### src/hw/ltm_pkg.sv
package ltm_pkg;

  // ----------------------------------------
  // register offsets
  // ----------------------------------------
  localparam logic [7:0] ADDR_CTRL = 8'h00;
  localparam logic [7:0] ADDR_CFG = 8'h04;
  localparam logic [7:0] ADDR_WRAP = 8'h08;
  localparam logic [7:0] ADDR_THR = 8'h0c;
  localparam logic [7:0] ADDR_TALLY = 8'h10;
  localparam logic [7:0] ADDR_FLAGS = 8'h14;

  // ----------------------------------------
  // field positions and reset values
  // ----------------------------------------
  localparam int CTRL_ON_BIT = 0;
  localparam int CTRL_SINGLE_BIT = 1;
  localparam int CTRL_CONT_BIT = 2;
  localparam int FLAG_LIMIT_BIT = 0;
  localparam int FLAG_MATCH_BIT = 1;
  localparam int CFG_WIDTH = 12;
  localparam logic [11:0] CFG_RESET = 12'h000;
  localparam logic [15:0] WRAP_RESET = 16'h0000;
  localparam logic [15:0] THR_RESET = 16'h0000;

  // ----------------------------------------
  // encodings
  // ----------------------------------------
  localparam logic [1:0] TRIG_SW = 2'b00;
  localparam logic [1:0] SEL_RISE = 2'b01;
  localparam logic [1:0] SEL_FALL = 2'b10;
  localparam logic [1:0] SEL_BOTH = 2'b11;

  // ----------------------------------------
  // latency counts in cycles, kernel ticks or input edges
  // ----------------------------------------
  localparam logic [1:0] BUS_LAT = 2'd2;
  localparam logic [1:0] KER_LAT = 2'd2;
  localparam logic [1:0] ENABLE_TICKS = 2'd2;
  localparam logic [2:0] LOST_EDGES = 3'd5;

  // ----------------------------------------
  // types
  // ----------------------------------------
  // lsb first: src_ext at bit 0 up to reload at bit 11
  typedef struct packed {
    logic reload;
    logic out_pol;
    logic one_time;
    logic [1:0] trig_cfg;
    logic [1:0] edge_pol;
    logic [2:0] div_sel;
    logic ext_count;
    logic src_ext;
  } ltm_cfg_type;

  typedef enum logic [2:0] {
    ST_OFF, ST_WARM, ST_READY, ST_ARMED, ST_RUN, ST_HOLD
  } ltm_state_type;

  // sel: 01 rising, 10 falling, 11 both, 00 none
  function automatic logic edge_hit(input logic [1:0] sel, input logic now,
                                    input logic prev);
    return (sel[0] & now & ~prev) | (sel[1] & ~now & prev);
  endfunction : edge_hit

endpackage : ltm_pkg

### src/hw/ltm_tick_gen.sv
`timescale 1ns/1ps
module ltm_tick_gen
  import ltm_pkg::*;
(
  input wire logic i_clk,
  input wire logic i_rstn,
  input ltm_cfg_type i_cfg,
  input wire logic i_timer_on,
  input wire logic i_primary_input,
  output logic o_tick
);

  logic in_d_ff;
  logic nxt_in_d;
  logic [6:0] presc_ff;
  logic [6:0] nxt_presc;
  logic [2:0] lost_ff;
  logic [2:0] nxt_lost;
  logic tick_ff;
  logic nxt_tick;
  logic [1:0] sel;
  logic [6:0] mask;
  logic hit;

  // ----------------------------------------
  // kernel tick source
  // ----------------------------------------
  always_comb begin
    if (i_cfg.src_ext) begin
      sel = i_cfg.edge_pol[0] ? SEL_FALL : SEL_RISE;
    end else if (i_cfg.edge_pol[1]) begin
      sel = SEL_BOTH;
    end else begin
      sel = i_cfg.edge_pol[0] ? SEL_FALL : SEL_RISE;
    end
    mask = 7'((8'h01 << i_cfg.div_sel) - 8'h01);
    hit = edge_hit(sel, i_primary_input, in_d_ff);
    nxt_in_d = i_primary_input;
    nxt_presc = presc_ff;
    nxt_lost = lost_ff;
    nxt_tick = 1'b0;
    if (!i_timer_on) begin
      nxt_presc = 7'h00;
      nxt_lost = 3'h0;
    end else if (i_cfg.src_ext) begin
      // the kernel runs off the input itself, so its first edges are swallowed
      if (hit) begin
        if (lost_ff < LOST_EDGES) begin
          nxt_lost = lost_ff + 3'h1;
        end else begin
          nxt_tick = 1'b1;
        end
      end
    end else if (!i_cfg.ext_count || hit) begin
      if (presc_ff >= mask) begin
        nxt_presc = 7'h00;
        nxt_tick = 1'b1;
      end else begin
        nxt_presc = presc_ff + 7'h01;
      end
    end
  end

  always_ff @(posedge i_clk) begin
    if (!i_rstn) begin
      in_d_ff <= 1'b0;
      presc_ff <= 7'h00;
      lost_ff <= 3'h0;
      tick_ff <= 1'b0;
    end else begin
      in_d_ff <= nxt_in_d;
      presc_ff <= nxt_presc;
      lost_ff <= nxt_lost;
      tick_ff <= nxt_tick;
    end
  end

  assign o_tick = tick_ff;

endmodule : ltm_tick_gen

### src/hw/ltm_core.sv
// Chosen here: the APB slave port and the register addresses.
`timescale 1ns/1ps
// Function
// - continuous mode runs from its trigger until software turns the timer off
// - one-shot mode starts on a trigger and stops at the wrap limit
// - continuous start begins at once by software, else next trigger; later triggers ignored
// - start bit writes count only while the timer-on bit is one
// - start bits switch mode on the fly; change acts at wrap limit
// - one-shot ignores triggers while counting; later trigger starts a new run
// - with external trigger, each edge after a one-shot stop starts a run
// - output-shape bit: start once on first trigger, ignore all later triggers
// - with software trigger, single start itself starts one one-shot run
// - pwm output sets at threshold match and clears at wrap match
// - one-pulse output is pwm for one run, then stays cleared
// - one-time output keeps its final level instead of clearing
// - shape bit clear gives pwm or one-pulse by start bit, set gives one-time
// - polarity bit inverts output at once, even while disabled
// - internal clock counting reaches output rate of kernel clock over two
// - deferred update while running loads new values at overflow after bus delay
// - immediate update loads after two bus cycles plus two kernel ticks
// - write-done flags set when the new value reaches the counting logic
// - internal source counts clock pulses or sampled primary input edges
// - external source counts one edge kind; first five edges after enable lost
// - timer works only two kernel ticks after the timer-on bit is set
// - external trigger edges pass a two tick synchroniser before use
module ltm_core
  import ltm_pkg::*;
(
  input wire logic i_clk,
  input wire logic i_rstn,
  input wire logic i_psel,
  input wire logic i_penable,
  input wire logic i_pwrite,
  input wire logic [7:0] i_paddr,
  input wire logic [31:0] i_pwdata,
  output logic [31:0] o_prdata,
  output logic o_pready,
  output logic o_pslverr,
  input wire logic i_primary_input,
  input wire logic i_trigger,
  output logic o_wave,
  output logic o_counting
);

  // ----------------------------------------
  // declarations
  // ----------------------------------------
  logic on_ff;
  logic nxt_on;
  ltm_cfg_type cfg_ff;
  ltm_cfg_type nxt_cfg;
  logic [1:0] flags_ff;
  logic [1:0] nxt_flags;
  logic req_cont_ff;
  logic nxt_req_cont;
  logic req_single_ff;
  logic nxt_req_single;
  logic [31:0] prdata_ff;
  logic [31:0] nxt_prdata;
  logic pready_ff;
  logic nxt_pready;
  logic pslverr_ff;
  logic nxt_pslverr;

  logic [1:0][15:0] pre_ff;
  logic [1:0][15:0] nxt_pre;
  logic [1:0][15:0] act_ff;
  logic [1:0][15:0] nxt_act;
  logic [1:0][1:0] bcnt_ff;
  logic [1:0][1:0] nxt_bcnt;
  logic [1:0][1:0] kcnt_ff;
  logic [1:0][1:0] nxt_kcnt;
  logic [1:0] pend_ff;
  logic [1:0] nxt_pend;
  logic [1:0] load;
  logic [1:0] wr_reg;

  ltm_state_type state_ff;
  ltm_state_type nxt_state;
  logic mode_ff;
  logic nxt_mode;
  logic go_ff;
  logic nxt_go;
  logic [1:0] warm_ff;
  logic [1:0] nxt_warm;
  logic [15:0] cnt_ff;
  logic [15:0] nxt_cnt;
  logic raw_ff;
  logic nxt_raw;
  logic [2:0] trig_ff;
  logic [2:0] nxt_trig;
  logic wave_ff;
  logic nxt_wave;
  logic counting_ff;
  logic nxt_counting;

  logic tick;
  logic apb_wr;
  logic apb_setup;
  logic trig_ev;
  logic ovf;
  logic sw_trig;

  assign apb_wr = i_psel & i_penable & pready_ff & i_pwrite;
  assign apb_setup = i_psel & ~i_penable;

  // ----------------------------------------
  // kernel tick
  // ----------------------------------------
  ltm_tick_gen u_tick (
    .i_clk(i_clk),
    .i_rstn(i_rstn),
    .i_cfg(cfg_ff),
    .i_timer_on(on_ff),
    .i_primary_input(i_primary_input),
    .o_tick(tick)
  );

  // ----------------------------------------
  // apb slave and software registers
  // ----------------------------------------
  // zero wait states: pready rises for the access phase right after setup
  always_comb begin
    nxt_on = on_ff;
    nxt_cfg = cfg_ff;
    nxt_flags = flags_ff;
    nxt_req_cont = 1'b0;
    nxt_req_single = 1'b0;
    nxt_prdata = prdata_ff;
    nxt_pready = apb_setup;
    nxt_pslverr = 1'b0;
    if (apb_setup && !i_pwrite) begin
      if (i_paddr == ADDR_CTRL) begin
        nxt_prdata = {31'h0, on_ff};
      end else if (i_paddr == ADDR_CFG) begin
        nxt_prdata = {20'h0, cfg_ff};
      end else if (i_paddr == ADDR_WRAP) begin
        nxt_prdata = {16'h0, pre_ff[0]};
      end else if (i_paddr == ADDR_THR) begin
        nxt_prdata = {16'h0, pre_ff[1]};
      end else if (i_paddr == ADDR_TALLY) begin
        nxt_prdata = {16'h0, cnt_ff};
      end else if (i_paddr == ADDR_FLAGS) begin
        nxt_prdata = {30'h0, flags_ff};
      end else begin
        nxt_prdata = 32'h0;
        nxt_pslverr = 1'b1;
      end
    end else if (apb_setup) begin
      if (i_paddr != ADDR_CTRL && i_paddr != ADDR_CFG && i_paddr != ADDR_WRAP &&
          i_paddr != ADDR_THR && i_paddr != ADDR_FLAGS) begin
        nxt_pslverr = 1'b1;
      end
    end
    if (apb_wr) begin
      if (i_paddr == ADDR_CTRL) begin
        nxt_on = i_pwdata[CTRL_ON_BIT];
        // start bits are dropped unless the timer was already on
        nxt_req_cont = on_ff & i_pwdata[CTRL_CONT_BIT];
        nxt_req_single = on_ff & i_pwdata[CTRL_SINGLE_BIT];
      end else if (i_paddr == ADDR_CFG) begin
        nxt_cfg = i_pwdata[CFG_WIDTH-1:0];
      end else if (i_paddr == ADDR_FLAGS) begin
        nxt_flags = flags_ff & ~i_pwdata[1:0];
      end
    end
    // a completion in the clearing cycle is kept
    nxt_flags = nxt_flags | load;
  end

  always_ff @(posedge i_clk) begin
    if (!i_rstn) begin
      on_ff <= 1'b0;
      cfg_ff <= CFG_RESET;
      flags_ff <= 2'b00;
      req_cont_ff <= 1'b0;
      req_single_ff <= 1'b0;
      prdata_ff <= 32'h0;
      pready_ff <= 1'b0;
      pslverr_ff <= 1'b0;
    end else begin
      on_ff <= nxt_on;
      cfg_ff <= nxt_cfg;
      flags_ff <= nxt_flags;
      req_cont_ff <= nxt_req_cont;
      req_single_ff <= nxt_req_single;
      prdata_ff <= nxt_prdata;
      pready_ff <= nxt_pready;
      pslverr_ff <= nxt_pslverr;
    end
  end

  // ----------------------------------------
  // wrap limit and threshold update path
  // ----------------------------------------
  // index 0 is the wrap limit, index 1 the threshold
  always_comb begin
    wr_reg[0] = apb_wr & (i_paddr == ADDR_WRAP);
    wr_reg[1] = apb_wr & (i_paddr == ADDR_THR);
    for (int i = 0; i < 2; i++) begin
      nxt_pre[i] = pre_ff[i];
      nxt_act[i] = act_ff[i];
      nxt_bcnt[i] = bcnt_ff[i];
      nxt_kcnt[i] = kcnt_ff[i];
      nxt_pend[i] = pend_ff[i];
      load[i] = 1'b0;
      if (wr_reg[i]) begin
        // a rewrite while pending restarts the path; its result is not defined
        nxt_pre[i] = i_pwdata[15:0];
        nxt_bcnt[i] = BUS_LAT;
        nxt_kcnt[i] = KER_LAT;
        nxt_pend[i] = 1'b1;
      end else if (pend_ff[i]) begin
        if (bcnt_ff[i] != 2'd0) begin
          nxt_bcnt[i] = bcnt_ff[i] - 2'd1;
        end else if (cfg_ff.reload && state_ff == ST_RUN) begin
          load[i] = ovf;
        end else if (tick) begin
          if (kcnt_ff[i] > 2'd1) begin
            nxt_kcnt[i] = kcnt_ff[i] - 2'd1;
          end else begin
            load[i] = 1'b1;
          end
        end
      end
      if (load[i]) begin
        nxt_act[i] = pre_ff[i];
        nxt_pend[i] = 1'b0;
      end
    end
  end

  always_ff @(posedge i_clk) begin
    if (!i_rstn) begin
      pre_ff[0] <= WRAP_RESET;
      pre_ff[1] <= THR_RESET;
      act_ff[0] <= WRAP_RESET;
      act_ff[1] <= THR_RESET;
      bcnt_ff <= '0;
      kcnt_ff <= '0;
      pend_ff <= 2'b00;
    end else begin
      pre_ff <= nxt_pre;
      act_ff <= nxt_act;
      bcnt_ff <= nxt_bcnt;
      kcnt_ff <= nxt_kcnt;
      pend_ff <= nxt_pend;
    end
  end

  // ----------------------------------------
  // counting state machine and waveform
  // ----------------------------------------
  always_comb begin
    sw_trig = (cfg_ff.trig_cfg == TRIG_SW);
    nxt_trig = trig_ff;
    if (tick) begin
      nxt_trig = {trig_ff[1:0], i_trigger};
    end
    trig_ev = tick & ~sw_trig & edge_hit(cfg_ff.trig_cfg, trig_ff[1], trig_ff[2]);
    ovf = tick & (state_ff == ST_RUN) & (cnt_ff == act_ff[0]);
    nxt_state = state_ff;
    nxt_mode = mode_ff;
    nxt_go = go_ff;
    nxt_warm = warm_ff;
    nxt_cnt = cnt_ff;
    nxt_raw = raw_ff;
    if (req_cont_ff) begin
      nxt_mode = 1'b1;
      nxt_go = 1'b1;
    end else if (req_single_ff) begin
      nxt_mode = 1'b0;
      nxt_go = 1'b1;
    end
    if (!on_ff) begin
      nxt_state = ST_OFF;
      nxt_go = 1'b0;
      nxt_warm = 2'd0;
      nxt_cnt = 16'h0;
      nxt_raw = 1'b0;
    end else begin
      case (state_ff)
        ST_OFF: begin
          nxt_state = ST_WARM;
          nxt_warm = 2'd0;
        end
        ST_WARM: begin
          if (tick) begin
            if (warm_ff == ENABLE_TICKS - 2'd1) begin
              nxt_state = ST_READY;
            end else begin
              nxt_warm = warm_ff + 2'd1;
            end
          end
        end
        ST_READY: begin
          if (go_ff) begin
            nxt_go = 1'b0;
            nxt_cnt = 16'h0;
            if (sw_trig) begin
              nxt_state = ST_RUN;
            end else begin
              nxt_state = ST_ARMED;
            end
          end
        end
        ST_ARMED: begin
          nxt_go = 1'b0;
          if (trig_ev) begin
            nxt_state = ST_RUN;
            nxt_cnt = 16'h0;
          end
        end
        ST_RUN: begin
          // triggers are not looked at while counting
          nxt_go = 1'b0;
          if (tick) begin
            if (cnt_ff == act_ff[1]) begin
              nxt_raw = 1'b1;
            end
            if (cnt_ff == act_ff[0]) begin
              nxt_cnt = 16'h0;
              if (!cfg_ff.one_time) begin
                nxt_raw = 1'b0;
              end
              if (!mode_ff) begin
                if (cfg_ff.one_time) begin
                  nxt_state = ST_HOLD;
                end else if (sw_trig) begin
                  nxt_state = ST_READY;
                end else begin
                  nxt_state = ST_ARMED;
                end
              end
            end else begin
              nxt_cnt = cnt_ff + 16'h1;
            end
          end
        end
        ST_HOLD: begin
          // one-time run is over: output level frozen, nothing restarts it
          nxt_go = 1'b0;
        end
        default: begin
          nxt_state = ST_OFF;
        end
      endcase
    end
    nxt_wave = raw_ff ^ cfg_ff.out_pol;
    nxt_counting = (state_ff == ST_RUN);
  end

  always_ff @(posedge i_clk) begin
    if (!i_rstn) begin
      state_ff <= ST_OFF;
      mode_ff <= 1'b0;
      go_ff <= 1'b0;
      warm_ff <= 2'd0;
      cnt_ff <= 16'h0;
      raw_ff <= 1'b0;
      trig_ff <= 3'h0;
      wave_ff <= 1'b0;
      counting_ff <= 1'b0;
    end else begin
      state_ff <= nxt_state;
      mode_ff <= nxt_mode;
      go_ff <= nxt_go;
      warm_ff <= nxt_warm;
      cnt_ff <= nxt_cnt;
      raw_ff <= nxt_raw;
      trig_ff <= nxt_trig;
      wave_ff <= nxt_wave;
      counting_ff <= nxt_counting;
    end
  end

  // ----------------------------------------
  // outputs
  // ----------------------------------------
  assign o_prdata = prdata_ff;
  assign o_pready = pready_ff;
  assign o_pslverr = pslverr_ff;
  assign o_wave = wave_ff;
  assign o_counting = counting_ff;

endmodule : ltm_core

### config.mk
export PLATFORM = sky130hd
export DESIGN_NAME = ltm_core
export DESIGN_NICKNAME = d
export VERILOG_FILES = /design/src/hw/ltm_pkg.sv /design/src/hw/ltm_tick_gen.sv /design/src/hw/ltm_core.sv
export SDC_FILE = /design/constraint.sdc
export NUM_CORES = 1
export LEC_CHECK = 0
export BUFFER_PORTS_ARGS = -buffer_cell sky130_fd_sc_hd__buf_4
export CAP_MARGIN = 10
export CORE_MARGIN = 3
export CORE_UTILIZATION = 45
export CTS_CLUSTER_SIZE = 16
export DETAILED_ROUTE_END_ITERATION = 10
export PLACE_DENSITY = 0.66
export RECOVER_POWER = 25
export SKIP_LAST_GASP = 1
export SLEW_MARGIN = 20
export SYNTH_ARGS = -nofsm -noshare
export SYNTH_HDL_FRONTEND = slang
export SYNTH_SLANG_ARGS = --single-unit
### constraint.sdc
create_clock -name i_clk -period 1.8 [get_ports i_clk]
set_input_delay 0 -clock i_clk [delete_from_list [all_inputs] [get_ports i_clk]]
set_output_delay 0 -clock i_clk [all_outputs]
set_load 0.05 [all_outputs]
==> Flow_metrics.wiki, run 1 <==
{| class="wikitable"
! Metric !! Value
|-
| Result of the run || finished, violations left
|-
| Violations in the final reports || negative setup slack
|-
| Area share of and/or/nand/nor cells after synthesis || 25.04%
|-
| CTS H-tree lvls || 4
|-
| Startpoint kind of the worst setup timing path || flip-flop
|-
| Type of the worst min-delay path || in -> reg
|-
| Die X-Extent || 135.8 µm
|-
| Largest clock skew in the final design || 0.009914 ns
|-
| Max-slew violation total from the final report || 0
|-
| Max-cap violations || 0
|-
| Dominant combinational cell family by area after synthesis || simple AND/OR/NAND/NOR gates
|-
| Crit path required time || 2.10 ns
|-
| Post-synthesis share of cell area spent on full adders, half adders and majority gates || 1.815%
|-
| Cells after synthesis || 863
|-
| Maximum number of pins on one net before global-route repair || 134
|-
| Final WL || 20020 µm
|-
| Synth Cell Area || 7581 µm²
|-
| Share of Yosys cell area claimed by the top area cell type || 39.61%
|-
| Fraction of layout instances using a drive strength above 1 || 20.14%
|-
| Worst setup slack after layout || -0.08415 ns
|-
| Total Power || 7.048 mW
|-
| IO Count || 83
|-
| Share of the synthesized netlist area taken by xor and xnor gates || 6.585%
|-
| Residual DRC count || 0
|-
| Power share of the clock group || 47.5%
|-
| Cell leakage power || 3.698 nW
|-
| Final Hold Viols || 0
|-
| Remaining number of nets flagged by the antenna check after routing || 0
|-
| Commonest register cell after synthesis || dfxtp_1
|-
| Total of buffers placed on input and output ports || 50
|-
| Post-synthesis mux area share || 3.317%
|-
| Root buffer cell || clkbuf_16
|-
| Placeable Area || 16170 µm²
|-
| Largest fanout of any net on the critical path || 8
|-
| Endpoint class of the critical path || flip-flop
|-
| F_max || 530.7 MHz
|-
| DRC marker count from the first detailed-route iteration || 604
|-
| Post-route fraction of the period consumed by the critical path || 104.7%
|-
| Minimum period implied by the final worst setup slack || 1.884 ns
|-
| Synth Area in Compound Gates || 16.67%
|-
| Mean routed wirelength per cell || 16.56 µm
|-
| Number of nets at the end of the flow || 1038
|-
| Async set-reset flop share out of synthesis || 0%
|-
| Actual slew at the worst max-slew pin || 0.6045 ns
|-
| Cell chain of the critical path || xor2_1 -> nor4_4 -> nand4_4 -> buf_6 -> a21o_1 -> nand2_4 -> clkbuf_16 -> nor2_1
|-
| Iteration count of the initial detailed-routing pass || 7
|-
| Final number of setup-violating endpoints || 37
|-
| Total via count in the routed design || 6486
|-
| GPL Wtd Cong || 0.8361
|-
| Number of distinct library cell variants in the gate-level netlist after synthesis || 71
|-
| Max-slew headroom || 59.88%
|-
| TritonCTS clock tree || done
|-
| Antenna diode count || 0
|-
| Cts bufs inserted || 17
|-
| Leftover overflow at the end of global routing || 0
|-
| Switching power share of the total || 22.84%
|-
| Vias in the first global route || 6050
|-
| Initial cell density of the core || 46.87%
|-
| Row Count || 46
|-
| TritonCTS sink count || 150
|-
| Height of the chip || 135.8 µm
|-
| Clock latency at the later pin of the worst-skew pair || 0.42 ns
|-
| Global-route wire length before repair || 31960 µm
|-
| Logic pwr share || 5.2%
|-
| Minimum setup slack after placement || -0.1007 ns
|-
| Fin util || 58.30%
|-
| Kind of cell with the highest combined delay on the critical path || simple AND/OR/NAND/NOR gates
|-
| Start-to-end type of the worst setup path || reg -> reg
|-
| Unrepaired setup endpoints after global routing || true
|-
| Number of buffers and inverters on the critical path || 2
|-
| Initial antenna violation count || 0
|-
| Largest stage delay on the critical path || 0.35 ns
|-
| Placed standard-cell area || 8528 µm²
|-
| Sequential area share after synthesis || 39.61%
|-
| Area growth from synthesis to final layout || 24.38%
|-
| Final Cell Area || 9429 µm²
|-
| Clock-pin transition on the worst setup and hold timing paths || 0.06 ns
|-
| Internal Pwr Total || 5.438 mW
|-
| Most used standard cell by instance count after synthesis || dfxtp_1
|-
| Arrival time at the worst endpoint || 2.18 ns
|-
| Syn_area_per_cell || 8.784 µm²
|-
| Post-synthesis sequential element count || 150
|-
| Synth area leader || dfxtp_1
|-
| Crit-path slowest cell || nor4_4
|-
| Power spent charging and discharging nets || 1.610 mW
|-
| Die Outline Area || 18440 µm²
|-
| Cell area power density || 747.5 nW/µm²
|-
| Global-route usage over all layers || 22.13%
|-
| CTS max path bufs || 2
|-
| VDD IR-drop max || 0.0006766 V
|-
| Count of synthesis-stage warnings from yosys || 0
|-
| Part of the total power dissipated in sequential elements || 47.3%
|-
| Half-perimeter wire length after detailed placement || 14030 µm
|-
| Detailed-route vias per instance || 5.365
|-
| Commonest cells post-synth || 150 x dfxtp_1, 137 x nand2_1, 48 x nor2_1
|-
| Top cells by area in the synthesized netlist || dfxtp_1 40%, nand2_1 6.8%, xnor2_1 3.5%, mux2i_1 3.2%, xor2_1 3.1%
|-
| Number of enable flip-flop cells after synthesis || 0
|}
final cells by class:
cell class                      instances  area (µm²)
Clock buffer                           25       475.5
Tap cell                              216       270.3
Inverter                               12       45.04
Timing Repair Buffer                  161        1385
Fill cell                            1462        6744
Multi-Input combinational cell        638        4172
Clock inverter                          7       71.32
Sequential cell                       150        3010
layout by cell type, fill, tap and decap left out, drive strengths merged, types with 10 or more instances in the layout:
| cell | instances |
|---|---|
| nor2b | 25 |
| ha | 11 |
| nor2 | 52 |
| clkbuf | 47 |
| xor2 | 27 |
| mux2i | 24 |
| inv | 13 |
| and3 | 10 |
| dfxtp | 150 |
| nand2 | 138 |
| a21boi | 43 |
| o21ai | 58 |
| dlygate4sd3 | 23 |
| buf | 116 |
| xnor2 | 30 |
| nor3 | 13 |
| a21oi | 23 |
| nand4 | 14 |
| conb | 16 |
| and2 | 12 |
| nand3 | 43 |
per-layer routing:
metal | global-route usage [%] | wire length [µm] | up-vias | share of wire (%)
met5 | 0 | 0 | - | 0
met4 | 4.927 | 222 | 0 | 1.1
met3 | 4.383 | 855 | 14 | 4.3
met2 | 37.36 | 9727 | 167 | 49
met1 | 29.44 | 9218 | 3105 | 46
li1 | - | - | 3200 | -
cell families (layout without fill, tap and decap cells):
logic type / count (synthesis) / in the layout
mux: 25 / 25
xor+xnor: 57 / 57
flops: 150 / 150
fa+ha+maj: 11 / 11
buf+inv: 90 / 205
other cells: 1 / 16
simple gates: 354 / 354
compound gates: 175 / 175
path summary, 6_finish.rpt:
path / startpoint / end / slack [ns] / depth (start not counted)
worst max-delay path: cnt_ff[12] / cnt_ff[12] / -0.08 / 8
worst min-delay path: i_paddr[4] / o_pslverr / 0.11 / 3
worst max register to register: cnt_ff[12] / cnt_ff[12] / -0.08 / 8
worst min register to register: o_prdata[3] / o_prdata[3] / 0.46 / 2
flip-flops by register name, indices dropped and copies added, names as in the netlist, 3 cells and up:
register	count
trig_ff	3
state_ff	3
cnt_ff	16
bcnt_ff	4
kcnt_ff	4
u_tick.presc_ff	7
u_tick.lost_ff	3
act_ff	32
cfg_ff	12
pre_ff	32
o_prdata	16
power by group through the flow:
stage | clock network, mW | registers [mW] | logic, mW
2_1_floorplan | 0 | 3.43 | 0.212
3_3_place_gp | 0 | 3.41 | 0.335
5_1_grt | 3.52 | 3.33 | 0.391
4_1_cts | 3.38 | 3.33 | 0.374
6_report | 3.34 | 3.33 | 0.369
3_5_place_dp | 0 | 3.41 | 0.335
metrics by stage:
| step | TNS [ns] | instances | hold WS, ns |
|---|---|---|---|
| floorplan | -0.003789 | 878 | 0.1217 |
| global placement | -0.6240 | 1147 | 0.2336 |
| detailed placement | -0.8861 | 1147 | 0.2364 |
| CTS | -1.438 | 1207 | 0.05725 |
| global route | -6.536 | 1209 | 0.1218 |
| finish | -1.260 | 1209 | 0.1083 |
what timing repair did:
item                                   4_1_cts  5_1_grt
gates resized for setup                     11       22
setup endpoints to repair                   37       61
gates cloned                                 2        1
buffers inserted                             3        1
hold buffers                                23        0
pin swaps                                    9        4
endpoints found under the hold margin       57        0
tightest hold or removal path: stages:
cell and delay, ns:
buf_4 0.13, and3_1 0.26, a21oi_1 0.09
Note: power is estimated with default switching activity, not from simulation.
==> inputs of run 2 (changes only) <==
==> constraint.sdc (replaced) <==
create_clock -name i_clk -period 1.8 [get_ports i_clk]
set_input_delay 0.36 -clock i_clk [delete_from_list [all_inputs] [get_ports i_clk]]
set_output_delay 0.36 -clock i_clk [all_outputs]
set_load 0.05 [all_outputs]
==> run 2 against run 1 <==
Compared with the run above: the flow still finishes with violations (negative setup slack); sequential power hardly changed; die area stayed put; fmax is 4.4% lower; register-to-register slack worse by 0.09 ns; cell area is 2.6% higher; critical path depth is 1 higher.
==> Flow_metrics.wiki, run 2 (synthesis gave the netlist of run 1 again) <==
{| class="wikitable"
! Metric !! Value
|-
| Die Outline Area || 18440 µm² (unchanged)
|-
| Residual DRC count || 0 (unchanged)
|-
| Die X-Extent || 135.8 µm (unchanged)
|-
| Violations in the final reports || negative setup slack
|-
| Worst setup slack after layout || -0.1713 ns (-0.08711 ns)
|-
| Final number of setup-violating endpoints || 62 (+68%)
|-
| Largest clock skew in the final design || 0.01058 ns (+0.0006632 ns)
|-
| Crit path required time || 2.15 ns (+0.05 ns)
|-
| Half-perimeter wire length after detailed placement || 14600 µm (+4.0%)
|-
| Max-slew violation total from the final report || 0 (unchanged)
|-
| Largest fanout of any net on the critical path || 5 (-3)
|-
| CTS H-tree lvls || 4 (unchanged)
|-
| TritonCTS clock tree || done
|-
| TritonCTS sink count || 150 (unchanged)
|-
| Antenna diode count || 0 (unchanged)
|-
| Startpoint kind of the worst setup timing path || flip-flop
|-
| Total via count in the routed design || 6561 (+1.2%)
|-
| Endpoint class of the critical path || flip-flop
|-
| VDD IR-drop max || 0.0007253 V (+7.2%)
|-
| Number of hold-repair buffers added at the cts stage || 0 (-100%)
|-
| Cell leakage power || 3.805 nW (+2.9%)
|-
| Largest regs || act_ff (32), pre_ff (32)
|-
| Placeable Area || 16170 µm² (unchanged)
|-
| Total of buffers placed on input and output ports || 50 (unchanged)
|-
| Iteration count of the initial detailed-routing pass || 7 (unchanged)
|-
| Final sum of negative setup slack || -5.995 ns (-4.735 ns)
|-
| Fraction of layout instances using a drive strength above 1 || 26.38% (+6.2 points)
|-
| Global-route wire length before repair || 33700 µm (+5.4%)
|-
| Max-cap violations || 0 (unchanged)
|-
| GPL Wtd Cong || 0.8589 (+2.7%)
|-
| Detailed-route vias per instance || 5.427 (+1.2%)
|-
| Non-filler cells, final || 1209 (unchanged)
|-
| Flop2flop setup slack || -0.17 ns (-0.09 ns)
|-
| Final Hold Viols || 0 (unchanged)
|-
| Cell area power density || 763.3 nW/µm² (+2.1%)
|-
| Minimum setup slack after placement || -0.3497 ns (-0.2489 ns)
|-
| Clock-pin transition on the worst setup and hold timing paths || 0.07 ns (about the same)
|-
| Number of nets at the end of the flow || 1038 (unchanged)
|-
| Vias in the first global route || 6295 (+4.0%)
|-
| Actual slew at the worst max-slew pin || 0.6219 ns (+0.01747 ns)
|-
| DRC marker count from the first detailed-route iteration || 462 (-24%)
|-
| Initial cell density of the core || 46.87% (unchanged)
|-
| Most common library cell in the layout ignoring fill and taps || dfxtp_1
|-
| Cell count after placement || 1159 (+1.0%)
|-
| IO Count || 83 (unchanged)
|-
| Global-route usage over all layers || 23.61% (+1.5 points)
|-
| Start-to-end type of the worst setup path || reg -> reg
|-
| Height of the chip || 135.8 µm (unchanged)
|-
| Area growth from synthesis to final layout || 27.66%
|-
| Leftover overflow at the end of global routing || 0 (unchanged)
|-
| Row Count || 46 (unchanged)
|-
| CTS max path bufs || 2 (unchanged)
|-
| Type of the worst min-delay path || in -> reg
|-
| Final WL || 21620 µm (+8.0%)
|-
| Max-slew headroom || 58.72% (-1.2 points)
|-
| Maximum number of pins on one net before global-route repair || 77 (-43%)
|-
| Initial antenna violation count || 0 (unchanged)
|-
| Clock latency at the later pin of the worst-skew pair || 0.44 ns (+0.02 ns)
|-
| Minimum period implied by the final worst setup slack || 1.971 ns (+0.08711 ns)
|-
| Post-route fraction of the period consumed by the critical path || 109.5% (+4.8 points)
|-
| Unrepaired setup endpoints after global routing || true
|-
| Arrival time at the worst endpoint || 2.33 ns (+0.15 ns)
|-
| Cts bufs inserted || 17 (unchanged)
|-
| Mean routed wirelength per cell || 17.88 µm (+8.0%)
|-
| Top library cells by usage in the layout, fill and taps aside || 140 x dfxtp_1, 137 x nand2_1, 121 x buf_4
|-
| Remaining number of nets flagged by the antenna check after routing || 0 (unchanged)
|-
| Result of the run || finished, violations left
|-
| F_max || 507.3 MHz (-4.4%)
|-
| Root buffer cell || clkbuf_16
|}
## run 2: final timing paths
kind,to,start,depth (start not counted)
max reg2reg,flags_ff[0],cnt_ff[11],9
min reg2reg,o_prdata[11],o_prdata[11],2
min,u_tick.in_d_ff,i_primary_input,2
max,flags_ff[0],cnt_ff[11],9
## run 2: per-layer routing
metal / up-vias / part of all wire (%) / global-route usage [%]
met5: - / 0 / 0
met2: 193 / 48 / 38.72
li1: 3183 / - / -
met1: 3150 / 45 / 30.83
met4: 0 / 2.2 / 8.063
met3: 35 / 5.1 / 5.201
## run 2: stage by stage
stage	utilization (%)	hold slack [ns]	power, mW	cell area [µm²]
3_5_place_dp	53.29	0.4450	3.759	8618
5_1_grt	59.84	0.1480	7.594	9678
6_report	59.84	0.1558	7.387	9678
2_1_floorplan	-	0.4388	3.643	7641
3_3_place_gp	53.29	0.4466	3.758	8618
4_1_cts	59.07	0.1457	7.419	9554
## run 2: layout make-up
cell class,count,area (µm²)
flip-flops and latches,150,3015
well taps,216,270.3
repair buffers,161,1434
inverters,12,45.04
clock inverters,14,173.9
multi-input cells,638,4310
fillers,1395,6495
clock buffers,18,429.2
## run 2: critical path, cell delays in order, from the launching register on
cell     delay [ns]
dfxtp_2        0.34
xor2_2         0.19
nor4_4         0.36
nand4_4        0.19
buf_6          0.17
o21ai_4        0.18
buf_12         0.16
buf_12         0.12
a21oi_2        0.04
nor2b_1        0.14
## run 2: power by group
part / internal (mW) / switching (mW) / leakage [nW]
Clock: 2.20 / 1.50 / 0.301
Combinational: 0.120 / 0.234 / 2.29
Sequential: 3.33 / 0.00686 / 1.21
## run 2: what timing repair did
action                                  CTS  global route
pin swaps                                15            22
cloned                                    6             2
hold endpoints to repair                  0             0
resized for setup                        30            46
setup buffers                             8             4
endpoints found under the setup margin   31            87
